File: config.mk
export PLATFORM = sky130hd
export DESIGN_NAME = nvsram_host
export DESIGN_NICKNAME = d
export VERILOG_FILES = /design/src/nvsram_ctrl_pkg.sv /design/src/nvsram_host.sv
export VERILOG_INCLUDE_DIRS = /design/src
export SDC_FILE = /design/constraint.sdc
export NUM_CORES = 1
export LEC_CHECK = 0
export BUFFER_PORTS_ARGS = -buffer_cell sky130_fd_sc_hd__buf_2
export CORE_MARGIN = 3
export CORE_UTILIZATION = 55
export DETAILED_ROUTE_END_ITERATION = 8
export PLACE_DENSITY = 0.8
export SLEW_MARGIN = 20
export SYNTH_ARGS = -nofsm -noshare
export SYNTH_HDL_FRONTEND = slang
export SYNTH_SLANG_ARGS = --single-unit
export TNS_END_PERCENT = 5
File: constraint.sdc
create_clock -name clk_sys -period 6.1 [get_ports clk_sys]
set_clock_uncertainty 0.15 [all_clocks]
set_input_delay 0.915 -clock clk_sys [delete_from_list [all_inputs] [get_ports clk_sys]]
set_output_delay 0.915 -clock clk_sys [all_outputs]
set_load 0.01 [all_outputs]
File: src/nvsram_ctrl_regs.svh
// Purpose: constants for the nonvolatile sram host controller
// Assumes: 50 MHz clk_sys, 20 ns period
// Notes: timing counts are rounded up to whole clk_sys cycles
// Function
// RULE_01 - host keeps write strobe high on reads, low on writes
// RULE_02 - device floats outputs when write strobe low as chip select falls
// RULE_03 - save command: six reads 0E38 31C7 03E0 3C1F 303F 0FC0
// RULE_04 - restore command: six reads 0E38 31C7 03E0 3C1F 303F 0C63
// RULE_05 - only consecutive reads in the listed order form a command
// RULE_06 - write strobe stays high through all six command reads
// RULE_07 - only lower 14 address bits matter for command matching
// RULE_08 - each command read framed by chip select low then high
// RULE_09 - first five reads return data, sixth floats and starts operation
// RULE_10 - power-up restore finishes within 550 us after supply trip
// RULE_11 - any other access in between abandons the command
// RULE_12 - bus ignored during save until save duration elapsed
// RULE_13 - power-down save skipped unless written; commanded save always runs (nvsram_dev has no power-down save and saves only while supply_ok is high)
// RULE_14 - below trip level saves and writes are blocked
// RULE_15 - bus refused during commanded restore until restore duration elapsed
`ifndef NVSRAM_CTRL_REGS_SVH
`define NVSRAM_CTRL_REGS_SVH
`define SEQ_ADDR_0 14'h0E38
`define SEQ_ADDR_1 14'h31C7
`define SEQ_ADDR_2 14'h03E0
`define SEQ_ADDR_3 14'h3C1F
`define SEQ_ADDR_4 14'h303F
`define SEQ_ADDR_SAVE 14'h0FC0
`define SEQ_ADDR_RESTORE 14'h0C63
`define CLK_PERIOD_NS 20
`define SAVE_DURATION_MS 10
`define RESTORE_DURATION_US 20
`define POWERUP_RESTORE_DURATION_US 550
`define SAVE_CYCLES ((`SAVE_DURATION_MS * 1000000 + `CLK_PERIOD_NS - 1) / `CLK_PERIOD_NS)
`define RESTORE_CYCLES ((`RESTORE_DURATION_US * 1000 + `CLK_PERIOD_NS - 1) / `CLK_PERIOD_NS)
`define POWERUP_CYCLES ((`POWERUP_RESTORE_DURATION_US * 1000 + `CLK_PERIOD_NS - 1) / `CLK_PERIOD_NS)
`define SETUP_CYCLES 2
`define STROBE_CYCLES 3
`define HOLD_CYCLES 2
`endif

File: src/nvsram_ctrl_pkg.sv
package nvsram_ctrl_pkg;
    typedef enum logic [1:0] {op_read, op_write, op_save, op_restore} op_t;
    typedef struct packed {
        op_t op;
        logic [14:0] addr;
        logic [7:0] data;
    } req_t;
    typedef struct packed {
        logic [14:0] location_bus;
        logic [7:0] io_out;
        logic io_oe;
        logic chip_sel_b;
        logic write_b;
        logic out_en_b;
    } pins_t;
endpackage

File: src/nvsram_host.sv
// Purpose: host controller driving a nonvolatile sram through its pins
// Assumes: pins timed at clk_sys; device meets its access times within strobe
// Notes: one request at a time; commands issue six reads back to back
`timescale 1ns/1ns
`include "nvsram_ctrl_regs.svh"
`default_nettype none
module nvsram_host
    import nvsram_ctrl_pkg::*;
#(
    parameter int unsigned SAVE_WAIT = `SAVE_CYCLES,
    parameter int unsigned RESTORE_WAIT = `RESTORE_CYCLES,
    parameter int unsigned POWERUP_WAIT = `POWERUP_CYCLES
) (
    input wire logic clk_sys,
    input wire logic rst_b,
    input wire logic req_valid,
    input wire req_t req,
    input wire logic supply_ok,
    input wire logic [7:0] io_bus_in,
    output logic req_ready,
    output logic rsp_valid,
    output logic [7:0] rsp_data,
    output var pins_t pins
);
    typedef enum logic [2:0] {s_power, s_idle, s_setup, s_strobe, s_hold, s_busy} state_t;

    function automatic logic [13:0] seq_addr(input logic [2:0] idx, input op_t op);
        case (idx)
            3'h0: seq_addr = `SEQ_ADDR_0;
            3'h1: seq_addr = `SEQ_ADDR_1;
            3'h2: seq_addr = `SEQ_ADDR_2;
            3'h3: seq_addr = `SEQ_ADDR_3;
            3'h4: seq_addr = `SEQ_ADDR_4;
            default: seq_addr = (op == op_save) ? `SEQ_ADDR_SAVE : `SEQ_ADDR_RESTORE;
        endcase
    endfunction

    function automatic logic is_nv_cmd(input op_t op);
        is_nv_cmd = (op == op_save) || (op == op_restore);
    endfunction

    function automatic logic count_done(input logic [19:0] count, input logic [19:0] limit);
        count_done = (count + 20'h0_0001) >= limit;
    endfunction

    logic [7:0] io_s1, io_s2;
    logic ok_s1, ok_s2;
    logic [7:0] next_io_s1, next_io_s2;
    logic next_ok_s1, next_ok_s2;
    logic [19:0] busy_limit;
    state_t state, next_state;
    req_t cur, next_cur;
    logic [2:0] step, next_step;
    logic [19:0] cnt, next_cnt;
    logic next_req_ready, next_rsp_valid;
    logic [7:0] next_rsp_data;
    pins_t next_pins;

    // both inputs arrive from outside clk_sys, so two flops before use
    always_comb begin
        next_io_s1 = io_bus_in;
        next_io_s2 = io_s1;
        next_ok_s1 = supply_ok;
        next_ok_s2 = ok_s1;
    end

    always_ff @(posedge clk_sys) begin
        io_s1 <= next_io_s1;
        io_s2 <= next_io_s2;
        ok_s1 <= next_ok_s1;
        ok_s2 <= next_ok_s2;
    end

    // save runs far longer than restore, so each has its own wait
    assign busy_limit = (cur.op == op_save) ? 20'(SAVE_WAIT) : 20'(RESTORE_WAIT);

    always_comb begin
        next_state = state;
        next_cur = cur;
        next_step = step;
        next_cnt = cnt;
        next_req_ready = 1'b0;
        next_rsp_valid = 1'b0;
        next_rsp_data = rsp_data;
        next_pins = pins;
        case (state)
            s_power: begin
                // wait out power-up restore before any access
                next_pins.chip_sel_b = 1'b1; // RULE_10
                next_pins.write_b = 1'b1;
                next_pins.io_oe = 1'b0;
                next_pins.out_en_b = 1'b1;
                if (!ok_s2) begin
                    next_cnt = 20'h0_0000;
                end else if (cnt >= 20'(POWERUP_WAIT)) begin
                    next_state = s_idle;
                    next_req_ready = 1'b1;
                end else begin
                    next_cnt = cnt + 20'h0_0001;
                end
            end
            s_idle: begin
                next_req_ready = 1'b1;
                if (!ok_s2) begin
                    // writes and saves are useless below trip level
                    next_state = s_power; // RULE_14
                    next_cnt = 20'h0_0000;
                    next_req_ready = 1'b0;
                end else if (req_valid) begin
                    next_req_ready = 1'b0;
                    next_cur = req;
                    next_step = 3'h0;
                    next_state = s_setup;
                    next_cnt = 20'h0_0000;
                end
            end
            s_setup: begin
                // address settles before chip select falls
                if (is_nv_cmd(cur.op)) begin
                    next_pins.location_bus = {cur.addr[14], seq_addr(step, cur.op)}; // RULE_03 RULE_04 RULE_07
                end else begin
                    next_pins.location_bus = cur.addr;
                end
                // write strobe set before chip select, high for reads
                next_pins.write_b = (cur.op == op_write) ? 1'b0 : 1'b1; // RULE_01 RULE_06
                next_pins.io_out = cur.data;
                next_pins.io_oe = (cur.op == op_write);
                next_pins.out_en_b = (cur.op == op_write);
                next_cnt = cnt + 20'h0_0001;
                if (count_done(cnt, 20'(`SETUP_CYCLES))) begin
                    next_state = s_strobe;
                    next_cnt = 20'h0_0000;
                    next_pins.chip_sel_b = 1'b0; // RULE_08
                end
                if (cur.op == op_write && !ok_s2) begin
                    // supply sagged: drop the write before chip select ever falls
                    next_state = s_power; // RULE_14
                    next_cnt = 20'h0_0000;
                    next_pins.chip_sel_b = 1'b1;
                    next_pins.write_b = 1'b1;
                    next_pins.io_oe = 1'b0;
                    next_rsp_valid = 1'b1;
                end
            end
            s_strobe: begin
                next_cnt = cnt + 20'h0_0001;
                if (count_done(cnt, 20'(`STROBE_CYCLES))) begin
                    next_pins.chip_sel_b = 1'b1; // RULE_08
                    next_state = s_hold;
                    next_cnt = 20'h0_0000;
                    next_rsp_data = io_s2;
                end
            end
            s_hold: begin
                next_pins.out_en_b = 1'b1;
                next_cnt = cnt + 20'h0_0001;
                if (count_done(cnt, 20'(`HOLD_CYCLES))) begin
                    next_pins.io_oe = 1'b0;
                    next_pins.write_b = 1'b1;
                    next_cnt = 20'h0_0000;
                    if (is_nv_cmd(cur.op) && step != 3'h5) begin
                        // no other access is allowed between command reads
                        next_step = step + 3'h1; // RULE_05 RULE_11
                        next_state = s_setup;
                    end else if (is_nv_cmd(cur.op)) begin
                        // device floats on the sixth read and goes busy
                        next_state = s_busy; // RULE_09 RULE_13
                    end else begin
                        next_state = s_idle;
                        next_rsp_valid = 1'b1;
                        next_req_ready = 1'b1;
                    end
                end
            end
            s_busy: begin
                // bus held idle, device ignores inputs meanwhile
                next_cnt = cnt + 20'h0_0001; // RULE_12 RULE_15
                next_pins.chip_sel_b = 1'b1;
                next_pins.out_en_b = 1'b1;
                if (count_done(cnt, busy_limit)) begin
                    next_state = s_idle;
                    next_rsp_valid = 1'b1;
                    next_req_ready = 1'b1;
                    next_cnt = 20'h0_0000;
                end
            end
            default: begin
                // unknown state: release the bus and start over
                next_state = s_power;
                next_cnt = 20'h0_0000;
                next_pins.chip_sel_b = 1'b1;
                next_pins.write_b = 1'b1;
                next_pins.io_oe = 1'b0;
                next_pins.out_en_b = 1'b1;
            end
        endcase
    end

    always_ff @(posedge clk_sys) begin
        if (!rst_b) begin
            state <= s_power;
            cur <= '0;
            step <= 3'h0;
            cnt <= 20'h0_0000;
            req_ready <= 1'b0;
            rsp_valid <= 1'b0;
            rsp_data <= 8'h00;
            pins.location_bus <= 15'h0000;
            pins.io_out <= 8'h00;
            pins.io_oe <= 1'b0;
            pins.chip_sel_b <= 1'b1;
            pins.write_b <= 1'b1;
            pins.out_en_b <= 1'b1;
        end else begin
            state <= next_state;
            cur <= next_cur;
            step <= next_step;
            cnt <= next_cnt;
            req_ready <= next_req_ready;
            rsp_valid <= next_rsp_valid;
            rsp_data <= next_rsp_data;
            pins <= next_pins;
        end
    end
endmodule
`default_nettype wire

After elaboration in Yosys (flattened, before gate mapping)
Index checks and enable logic that the tools add are counted.
Widths: inputs -> output; s select.
{"block": "word_totals", "out_inout_bits": 37, "input_bits": 37, "regBits": 106, "wordCells": 118}
{"block": "op_classes", "n_addsub": 2, "magnitude_cmp": 4, "eq_ne": 24, "n_mux": 50, "bitwise_logic": 2, "reduce_logical": 17}
{"op": "$mux 20", "count": 8}
{"op": "$pmux 20 s6", "count": 1}
{"op": "$pmux 14 s5", "count": 1}
{"op": "$mux 3", "count": 16}
{"op": "$ge 20x2->1 const B", "count": 2}
{"op": "$add 20x1->20 const B", "count": 1}
{"op": "$ge 20x15->1 const B", "count": 1}
{"op": "$ge 20x19->1", "count": 1}
{"op": "$mux 19", "count": 1}
{"op": "$pmux 3 s6", "count": 1}
{"op": "$ne 2x2->1 const B", "count": 8}
{"op": "$mux 14", "count": 1}
{"op": "$mux 1", "count": 13}
{"op": "$eq 3x2->1 const B", "count": 4}
{"op": "$ne 3x3->1 const B", "count": 4}
{"op": "$pmux 1 s3", "count": 4}
{"op": "$mux 10", "count": 1}
{"op": "$eq 3x3->1 const B", "count": 3}
{"op": "$reduce_and 7->1", "count": 1}
{"op": "$eq 3x1->1 const B", "count": 2}
{"op": "$logic_not 3->1", "count": 2}
{"op": "$pmux 3 s2", "count": 1}
{"op": "$reduce_and 2->1", "count": 3}
{"op": "$reduce_and 3->1", "count": 2}
{"op": "other kinds (13)", "count": 17}

Logic depth before layout (Yosys ltp)
Gate-level depths: netlist of run 1.
{"block": "depth", "ltp_word": 6, "ltp_mapped": 17, "depth_no_buf": 14}

Worst setup path before layout of run 1
No wires, ideal clock.
{"block": "synth_path", "path_type": "register -> register", "from": "reg cnt[1]", "to": "reg cnt[8]", "synth_period_minus_slack_ns": 3.482, "t_arrival_ns": 3.209, "path_stages_with_launch": 14, "slack_ns": 2.618, "setup_time_ns": 0.123, "path_buffers": 1, "required_ns": 5.827, "path_cell_list": "dfxtp_1 -> ha_1 -> nand4_1 -> nor3_1 -> a21boi_0 -> or2_2 -> ha_1 -> nand3_1 -> or4_1 -> o211ai_2 -> o211ai_2 -> buf_6 -> a32oi_1 -> o21ai_1"}
{"block": "synth_via", "elab_chain_cells": 5, "elab_cells_between_ends": 14, "cone_classes": "1 x add/sub; 4 x order compare; 1 x eq/ne; 7 x mux; 1 x reduce/logical"}
{"item": "from (decl)", "line_no": "nvsram_host.sv:54", "text": "logic [19:0] cnt, next_cnt;"}
{"item": "from (signal assigned)", "line_no": "nvsram_host.sv:218", "text": "cnt <= next_cnt;"}
{"item": "$add 20x1->20"}
{"item": "$ge 20x2->1", "line_no": "nvsram_host.sv:43", "text": "count_done = (count + 20'h0_0001) >= limit;"}
{"item": "$mux 20", "line_no": "nvsram_host.sv:130, nvsram_host.sv:157"}
{"item": "$mux 20", "line_no": "nvsram_host.sv:135", "text": "if (cur.op == op_write && !ok_s2) begin"}
{"item": "$pmux 20 s6", "line_no": "nvsram_host.sv:86", "text": "case (state)"}
Several ways; a longest one is shown, not always the timed one. The select of a mux whose other input is x is not followed.
A chain may end at the register's enable or synchronous reset.

Final worst setup path of run 1
{"block": "layout_path", "from": "reg cnt[0]", "to": "reg cnt[11]"}
Same word-level chain as after synthesis.

==> results of run 1 <==
[kinds of logic after synthesis]
family | share of synthesized area
compound gates | 0.193
xor+xnor | 0.0236
fa+ha+maj | 0.0434
buf+inv | 0.0523
flops | 0.409
mux | 0.0292
simple gates | 0.249
[area by class of cell]
| class | count | area [um^2] | share of cell area |
|---|---|---|---|
| repair buffers | 76 | 388 | 0.0680 |
| well taps | 108 | 135 | 0.0237 |
| flip-flops and latches | 106 | 2120 | 0.372 |
| multi-input cells | 472 | 2810 | 0.492 |
| inverters | 19 | 71.3 | 0.0125 |
| clock inverters | 6 | 57.6 | 0.0101 |
| clock buffers | 9 | 124 | 0.0217 |
[flip-flops by register name (all words and copies together) (netlist names)]
name and flops:
pins 27, cur 25, cnt 20, io_s1 8, io_s2 8, rsp_data 8, state 3, step 3
next_ok_s2 1, ok_s2 1, req_ready 1, rsp_valid 1
[worst max-delay path, cell delays in order, from the launching register on]
cell and delay, ps:
dfxtp_1 520, ha_1 440, nand4_1 330, nor3_1 370
a21boi_0 170, or2_2 330, ha_1 340, nand3_1 130
or4_1 510, o211ai_2 280, o211ai_2 320, o21ai_0 420
nor2_1 100
[report_power, final]
part / internal, mW / total (mW) / switching, mW
clock: 0.157 / 0.416 / 0.259
combinational: 0.0137 / 0.0367 / 0.0230
sequential: 0.699 / 0.702 / 0.00356
total: 0.869 / 1.15 / 0.285
[routing by layer]
layer,vias up,part of all wire,global-route usage
met5,-,0,0
met4,0,0.017,0.0837
met3,18,0.080,0.0751
met2,195,0.46,0.372
met1,2219,0.44,0.333
li1,2336,-,-
[placed cells by master (no fill, tap or decap), types with 3 or more instances in the layout]
master / n
a211oi_1: 6
a21o_1: 3
a21oi_1: 69
a311oi_1: 3
a31oi_1: 5
a32oi_1: 3
and2_1: 7
and3_1: 6
buf_2: 73
buf_4: 3
clkbuf_8: 9
dfxtp_1: 106
ha_1: 18
inv_1: 18
mux2i_1: 14
nand2_1: 120
nand3_1: 26
nand4_1: 13
nor2_1: 44
nor3_1: 10
nor4_1: 3
o211ai_1: 5
o21a_1: 3
o21ai_0: 28
o21ai_1: 7
o22ai_1: 3
or3_1: 5
xnor2_1: 6
xor2_1: 8
[final timing paths]
path	start	slack (ps)	end
max	cnt[0]	1570	cnt[11]
min	next_ok_s2	180	ok_s2
max reg2reg	cnt[0]	1570	cnt[11]
min reg2reg	next_ok_s2	180	ok_s2
==> impl_results.rst, run 1 <==
.. list-table::
   :header-rows: 1

   * - Metric
     - Value
   * - Total vias in the final route
     - 4768
   * - Clock-pin slew reported for the worst setup and hold paths after clock tree synthesis
     - 100 ps
   * - Clock tree sinks
     - ~110
   * - Fraction of the cycle the final worst path needs
     - 0.743
   * - Global placement routability congestion
     - 0.876
   * - Number of buffers inserted by post-CTS setup repair
     - 0
   * - Level count of the clock H-tree
     - 3
   * - Proportion of synthesized flip-flops having asynchronous set or reset
     - 0
   * - Number of top-level pins
     - 74
   * - Actual transition at the worst max-transition pin
     - 955 ps
   * - Most common flop cell mapped by yosys
     - dfxtp_1
   * - CTS tree
     - done
   * - Global-route wire length before repair
     - between 20000 and 25000 um
   * - Placed standard-cell area
     - 5510 um^2
   * - Final-report max-slew violation count
     - 0
   * - Kind of start point of the critical path
     - register
   * - Fmax
     - 221 MHz
   * - Power density over the cells
     - 202 nW/um^2
   * - Layout Nets
     - around 740
   * - Worst Setup Path Type
     - register to register
   * - Highest fanout seen on the critical path
     - 13
   * - Maximum number of pins on one net before global-route repair
     - 55
   * - Syn Inst Count
     - 643
   * - Number of violations of the max-capacitance limit
     - 0
   * - Post-CTS Hold Fix Bufs
     - 0
   * - Via density per instance
     - 5.99
   * - Number of antenna repair diodes
     - 0
   * - # setup viols final
     - 0
   * - Standard-cell rows
     - 34
   * - Post_cts resized
     - 0
   * - DRC Markers
     - 0
   * - Count of yosys warnings during synthesis
     - 0
   * - Clock network latency to the later pin of the worst-skew pair
     - 380 ps
   * - Setup crit end kind
     - register
   * - Area contributors post-synth
     - dfxtp_1 (41%), nand2_1 (8.7%), a21oi_1 (6.7%)
   * - Synthesized flop and latch total
     - 106
   * - Average instance area after synthesis
     - 8.07 um^2
   * - Pre-CTS setup slack
     - between 1500 and 2000 ps
   * - Hold path cells
     - 0
   * - Net count after synthesis
     - roughly 700
   * - Routed length per placed instance
     - between 15 and 20 um
   * - Share of cells above drive strength 1
     - 0.160
   * - Slack of the critical path
     - 1570 ps
   * - Largest buffer count on any clock path
     - 2
   * - Aggregate global routing overflow
     - 0
   * - Core footprint
     - 8930 um^2
   * - Initial standard-cell utilization of the core
     - 0.581
   * - Power consumption
     - 1.15 mW
   * - Required time of the critical path
     - 6210 ps
   * - Leakage Power
     - 2.34 nW
   * - Run status
     - finished clean
   * - Count leader, synth
     - nand2_1
   * - Count of fill cells added during filler insertion
     - 822
   * - RSZ-0062 raised after global routing
     - no
   * - Worst hold path class
     - register to register
   * - Hold slack final
     - between 150 and 200 ps
   * - Number of port buffers
     - 73
   * - Sequential share of the synthesized area
     - 0.409
   * - Root Driver
     - clkbuf_8
   * - Slew headroom
     - 0.363
   * - Post-route cell area
     - between 5000 and 6000 um^2
   * - Dpl hpwl
     - 9110 um
   * - Die H
     - a little over 100 um
   * - Total iterations of the first detailed-routing run
     - 5
   * - Growth of design area from synthesis to finish
     - 9.86%
   * - Gr usage total
     - 0.245
   * - Number of DRC violations after detailed-routing iteration 0
     - 391
   * - Non-filler instance count after layout
     - slightly below 800
   * - Sum of negative setup slack
     - 0 ps
   * - Initial antenna violation count
     - 0
   * - Cell count of the worst reg-to-reg path
     - 12
   * - Vias in the first global route
     - 4432
   * - EDFF count, synth
     - 0
   * - Proportion of netlist area held by the largest area contributor
     - 0.409
   * - Unique masters post-synth
     - approximately 70
   * - Cell accounting for the most synthesized area
     - dfxtp_1
   * - CP arrival
     - roughly 4600 ps
   * - Floorplan die width
     - roughly 100 um
   * - Synth Cell Area
     - 5190 um^2
   * - Count of antenna-violating nets left after detailed routing
     - 0
   * - Number of hold-slack violations in the final timing report
     - 0
   * - Leading cell types by count after synthesis
     - nand2_1 (120), dfxtp_1 (106), a21oi_1 (69)
   * - Cell total after placement
     - 780
   * - Final routed wirelength across all metal layers
     - 12700 um
   * - Min Clock Period, post-route
     - 4530 ps
   * - Die Area
     - 10600 um^2
   * - Clock buffer count from CTS
     - 9
   * - Largest vdd supply drop
     - around 0.25 mV
   * - Post-route core utilization
     - 0.638
Note: power is estimated with default switching activity, not from simulation.
==> run 2: changes to the inputs <==
==> constraint.sdc (replaced) <==
create_clock -name clk_sys -period 4.4 [get_ports clk_sys]
set_clock_uncertainty 0.15 [all_clocks]
set_input_delay 0.66 -clock clk_sys [delete_from_list [all_inputs] [get_ports clk_sys]]
set_output_delay 0.66 -clock clk_sys [all_outputs]
set_load 0.01 [all_outputs]
==> impl_results.rst, run 2 (same netlist as run 1, synthesis figures left out) <==
.. list-table::
   :header-rows: 1

   * - Metric
     - Value
   * - Aggregate global routing overflow
     - 0 (unchanged)
   * - Largest registers
     - pins x27, cur x25, cnt x20
   * - # setup viols final
     - 0 (unchanged)
   * - Non-filler instance count after layout
     - 803 (+0.88%)
   * - Worst hold path startpoint
     - io_s1[5]
   * - Level count of the clock H-tree
     - 3 (unchanged)
   * - Highest-count cells in the layout ignoring fill and taps
     - nand2_1 (120), dfxtp_1 (106), buf_2 (73)
   * - Number of flip-flops in the largest register
     - 27 (unchanged)
   * - Dpl hpwl
     - 9320 um (+2.4%)
   * - Delay of the slowest cell on the worst path
     - 600 ps (+80 ps)
   * - CTS tree
     - done
   * - Standard-cell rows
     - 34 (unchanged)
   * - Sum of negative setup slack
     - 0 ps (unchanged)
   * - Setup crit end kind
     - register
   * - Critical path, cell by cell
     - and3_1, nand2_1, nor2_1, xor2_1, ha_1, a2111oi_0, a32oi_1, a311oi_1, o211ai_2, o211ai_2, o21ai_0, nor2_1
   * - Power density over the cells
     - 278 nW/um^2 (+37%)
   * - Run status
     - finished clean
   * - Post-route core utilization
     - 0.644 (+0.00546)
   * - Cell count of the worst reg-to-reg path
     - 12 (unchanged)
   * - Slowest cell on the critical path
     - dfxtp_1
   * - Worst Setup Path Type
     - register to register
   * - Global-route wire length before repair
     - 21100 um (+1.3%)
   * - Fmax
     - 248 MHz (+12%)
   * - Post_cts resized
     - 0 (unchanged)
   * - Kind of start point of the critical path
     - register
   * - RSZ-0062 raised after global routing
     - no
   * - Largest buffer count on any clock path
     - 2 (unchanged)
   * - Global placement routability congestion
     - 0.976 (+12%)
   * - Via density per instance
     - 5.97 (-0.29%)
   * - Number of antenna repair diodes
     - 0 (unchanged)
   * - Number of hold-slack violations in the final timing report
     - 0 (unchanged)
   * - Worst hold path class
     - register to register
   * - Clock network latency to the later pin of the worst-skew pair
     - 360 ps (-20 ps)
   * - Gr usage total
     - 0.249 (+0.00395)
   * - Most common cell after layout, fill and taps aside
     - nand2_1
   * - DRC Markers
     - 0 (unchanged)
   * - Clock buffer count from CTS
     - 9 (unchanged)
   * - Clock tree sinks
     - 106 (unchanged)
   * - Hold slack final
     - 177 ps (-1.72 ps)
   * - Required time of the critical path
     - 4550 ps (-1660 ps)
   * - Number of buffers inserted by post-CTS setup repair
     - 0 (unchanged)
   * - Count of antenna-violating nets left after detailed routing
     - 0 (unchanged)
   * - Number of violations of the max-capacitance limit
     - 0 (unchanged)
   * - Maximum number of pins on one net before global-route repair
     - 55 (unchanged)
   * - Number of top-level pins
     - 74 (unchanged)
   * - Number of DRC violations after detailed-routing iteration 0
     - 435 (+11%)
   * - Post-CTS Hold Fix Bufs
     - 0 (unchanged)
   * - Final routed wirelength across all metal layers
     - 13100 um (+2.8%)
   * - Min Clock Period, post-route
     - 4030 ps (-502 ps)
   * - Count of fill cells added during filler insertion
     - 767 (-6.7%)
   * - Vias in the first global route
     - 4390 (-0.95%)
   * - Routed length per placed instance
     - 16.3 um (+1.9%)
   * - Core footprint
     - 8930 um^2 (unchanged)
   * - Beginning of the worst register-to-register path
     - cnt[2]
   * - Layout Nets
     - 745 (+0.81%)
   * - Leakage Power
     - 2.37 nW (+1.3%)
   * - Clock-pin slew reported for the worst setup and hold paths after clock tree synthesis
     - 110 ps (about the same)
   * - Slew headroom
     - 0.380 (+0.0173)
   * - Pre-CTS setup slack
     - 353 ps (-1310 ps)
   * - Hold path cells
     - 0 (unchanged)
   * - Growth of design area from synthesis to finish
     - 10.8%
   * - Critical path launch point
     - cnt[2]
   * - Biggest register
     - pins
   * - Share of cells above drive strength 1
     - 0.167 (+0.00702)
   * - Floorplan die width
     - 103 um (unchanged)
   * - Highest fanout seen on the critical path
     - 13 (unchanged)
   * - Slack of the critical path
     - 369 ps (-1200 ps)
   * - Number of port buffers
     - 73 (unchanged)
   * - Final-report max-slew violation count
     - 0 (unchanged)
   * - Initial standard-cell utilization of the core
     - 0.581 (unchanged)
   * - Root Driver
     - clkbuf_8
   * - Initial antenna violation count
     - 0 (unchanged)
   * - Actual transition at the worst max-transition pin
     - 928 ps (-27.3 ps)
   * - CP arrival
     - 4180 ps (-460 ps)
   * - Die Area
     - 10600 um^2 (unchanged)
   * - Cell total after placement
     - 787 (+0.90%)
   * - Total iterations of the first detailed-routing run
     - 5 (unchanged)
   * - Largest vdd supply drop
     - 0.254 mV (-0.16%)
   * - Total vias in the final route
     - 4796 (+0.59%)
   * - Fraction of the cycle the final worst path needs
     - 0.916 (+0.173)
   * - Die H
     - 103 um (unchanged)
==> run 2: worst max-delay path, delay by kind of cell, from the launching register on <==
family                   cells  cell delay (ps)
AO/OA/AOI/OAI                6             1990
XOR/XNOR                     1              160
adder cells (fa/ha/maj)      1              270
flip-flops                   1              600
AND/OR/NAND/NOR              4              790
==> run 2: where the power goes <==
part           switching, mW  total (mW)  internal, mW
logic                 0.0318      0.0509        0.0191
clock network          0.356       0.575         0.220
registers            0.00513       0.974         0.968
total                  0.393        1.60          1.21
==> run 2: cell type report <==
cell class / count / area, um^2 / share of cell area
Timing Repair Buffer: 82 / 433 / 0.0753
Clock inverter: 6 / 57.6 / 0.0100
Clock buffer: 10 / 128 / 0.0222
Inverter: 19 / 71.3 / 0.0124
Multi-Input combinational cell: 472 / 2810 / 0.488
Tap cell: 108 / 135 / 0.0235
Sequential cell: 106 / 2120 / 0.369
==> run 2: worst paths after layout <==
check,end,slack [ps]
worst max-delay path,cnt[7],370
worst min-delay path,io_s2[5],180
worst max register to register,cnt[7],370
worst min register to register,io_s2[5],180
==> run 2: routing by layer <==
layer  track usage  wire length [um]  vias up
met5             0                 0        -
met4        0.0737               144        0
met3        0.0453               917       15
met2         0.385              6180      177
met1         0.356              5820     2254
li1              -                 -     2350
==> run 2: metrics by stage <==
stage,total power [mW],area [um^2]
floorplan,1.02,5190
detailed placement,1.05,5560
global route,1.66,5750
finish,1.60,5750
CTS,1.61,5750
global placement,1.04,5560
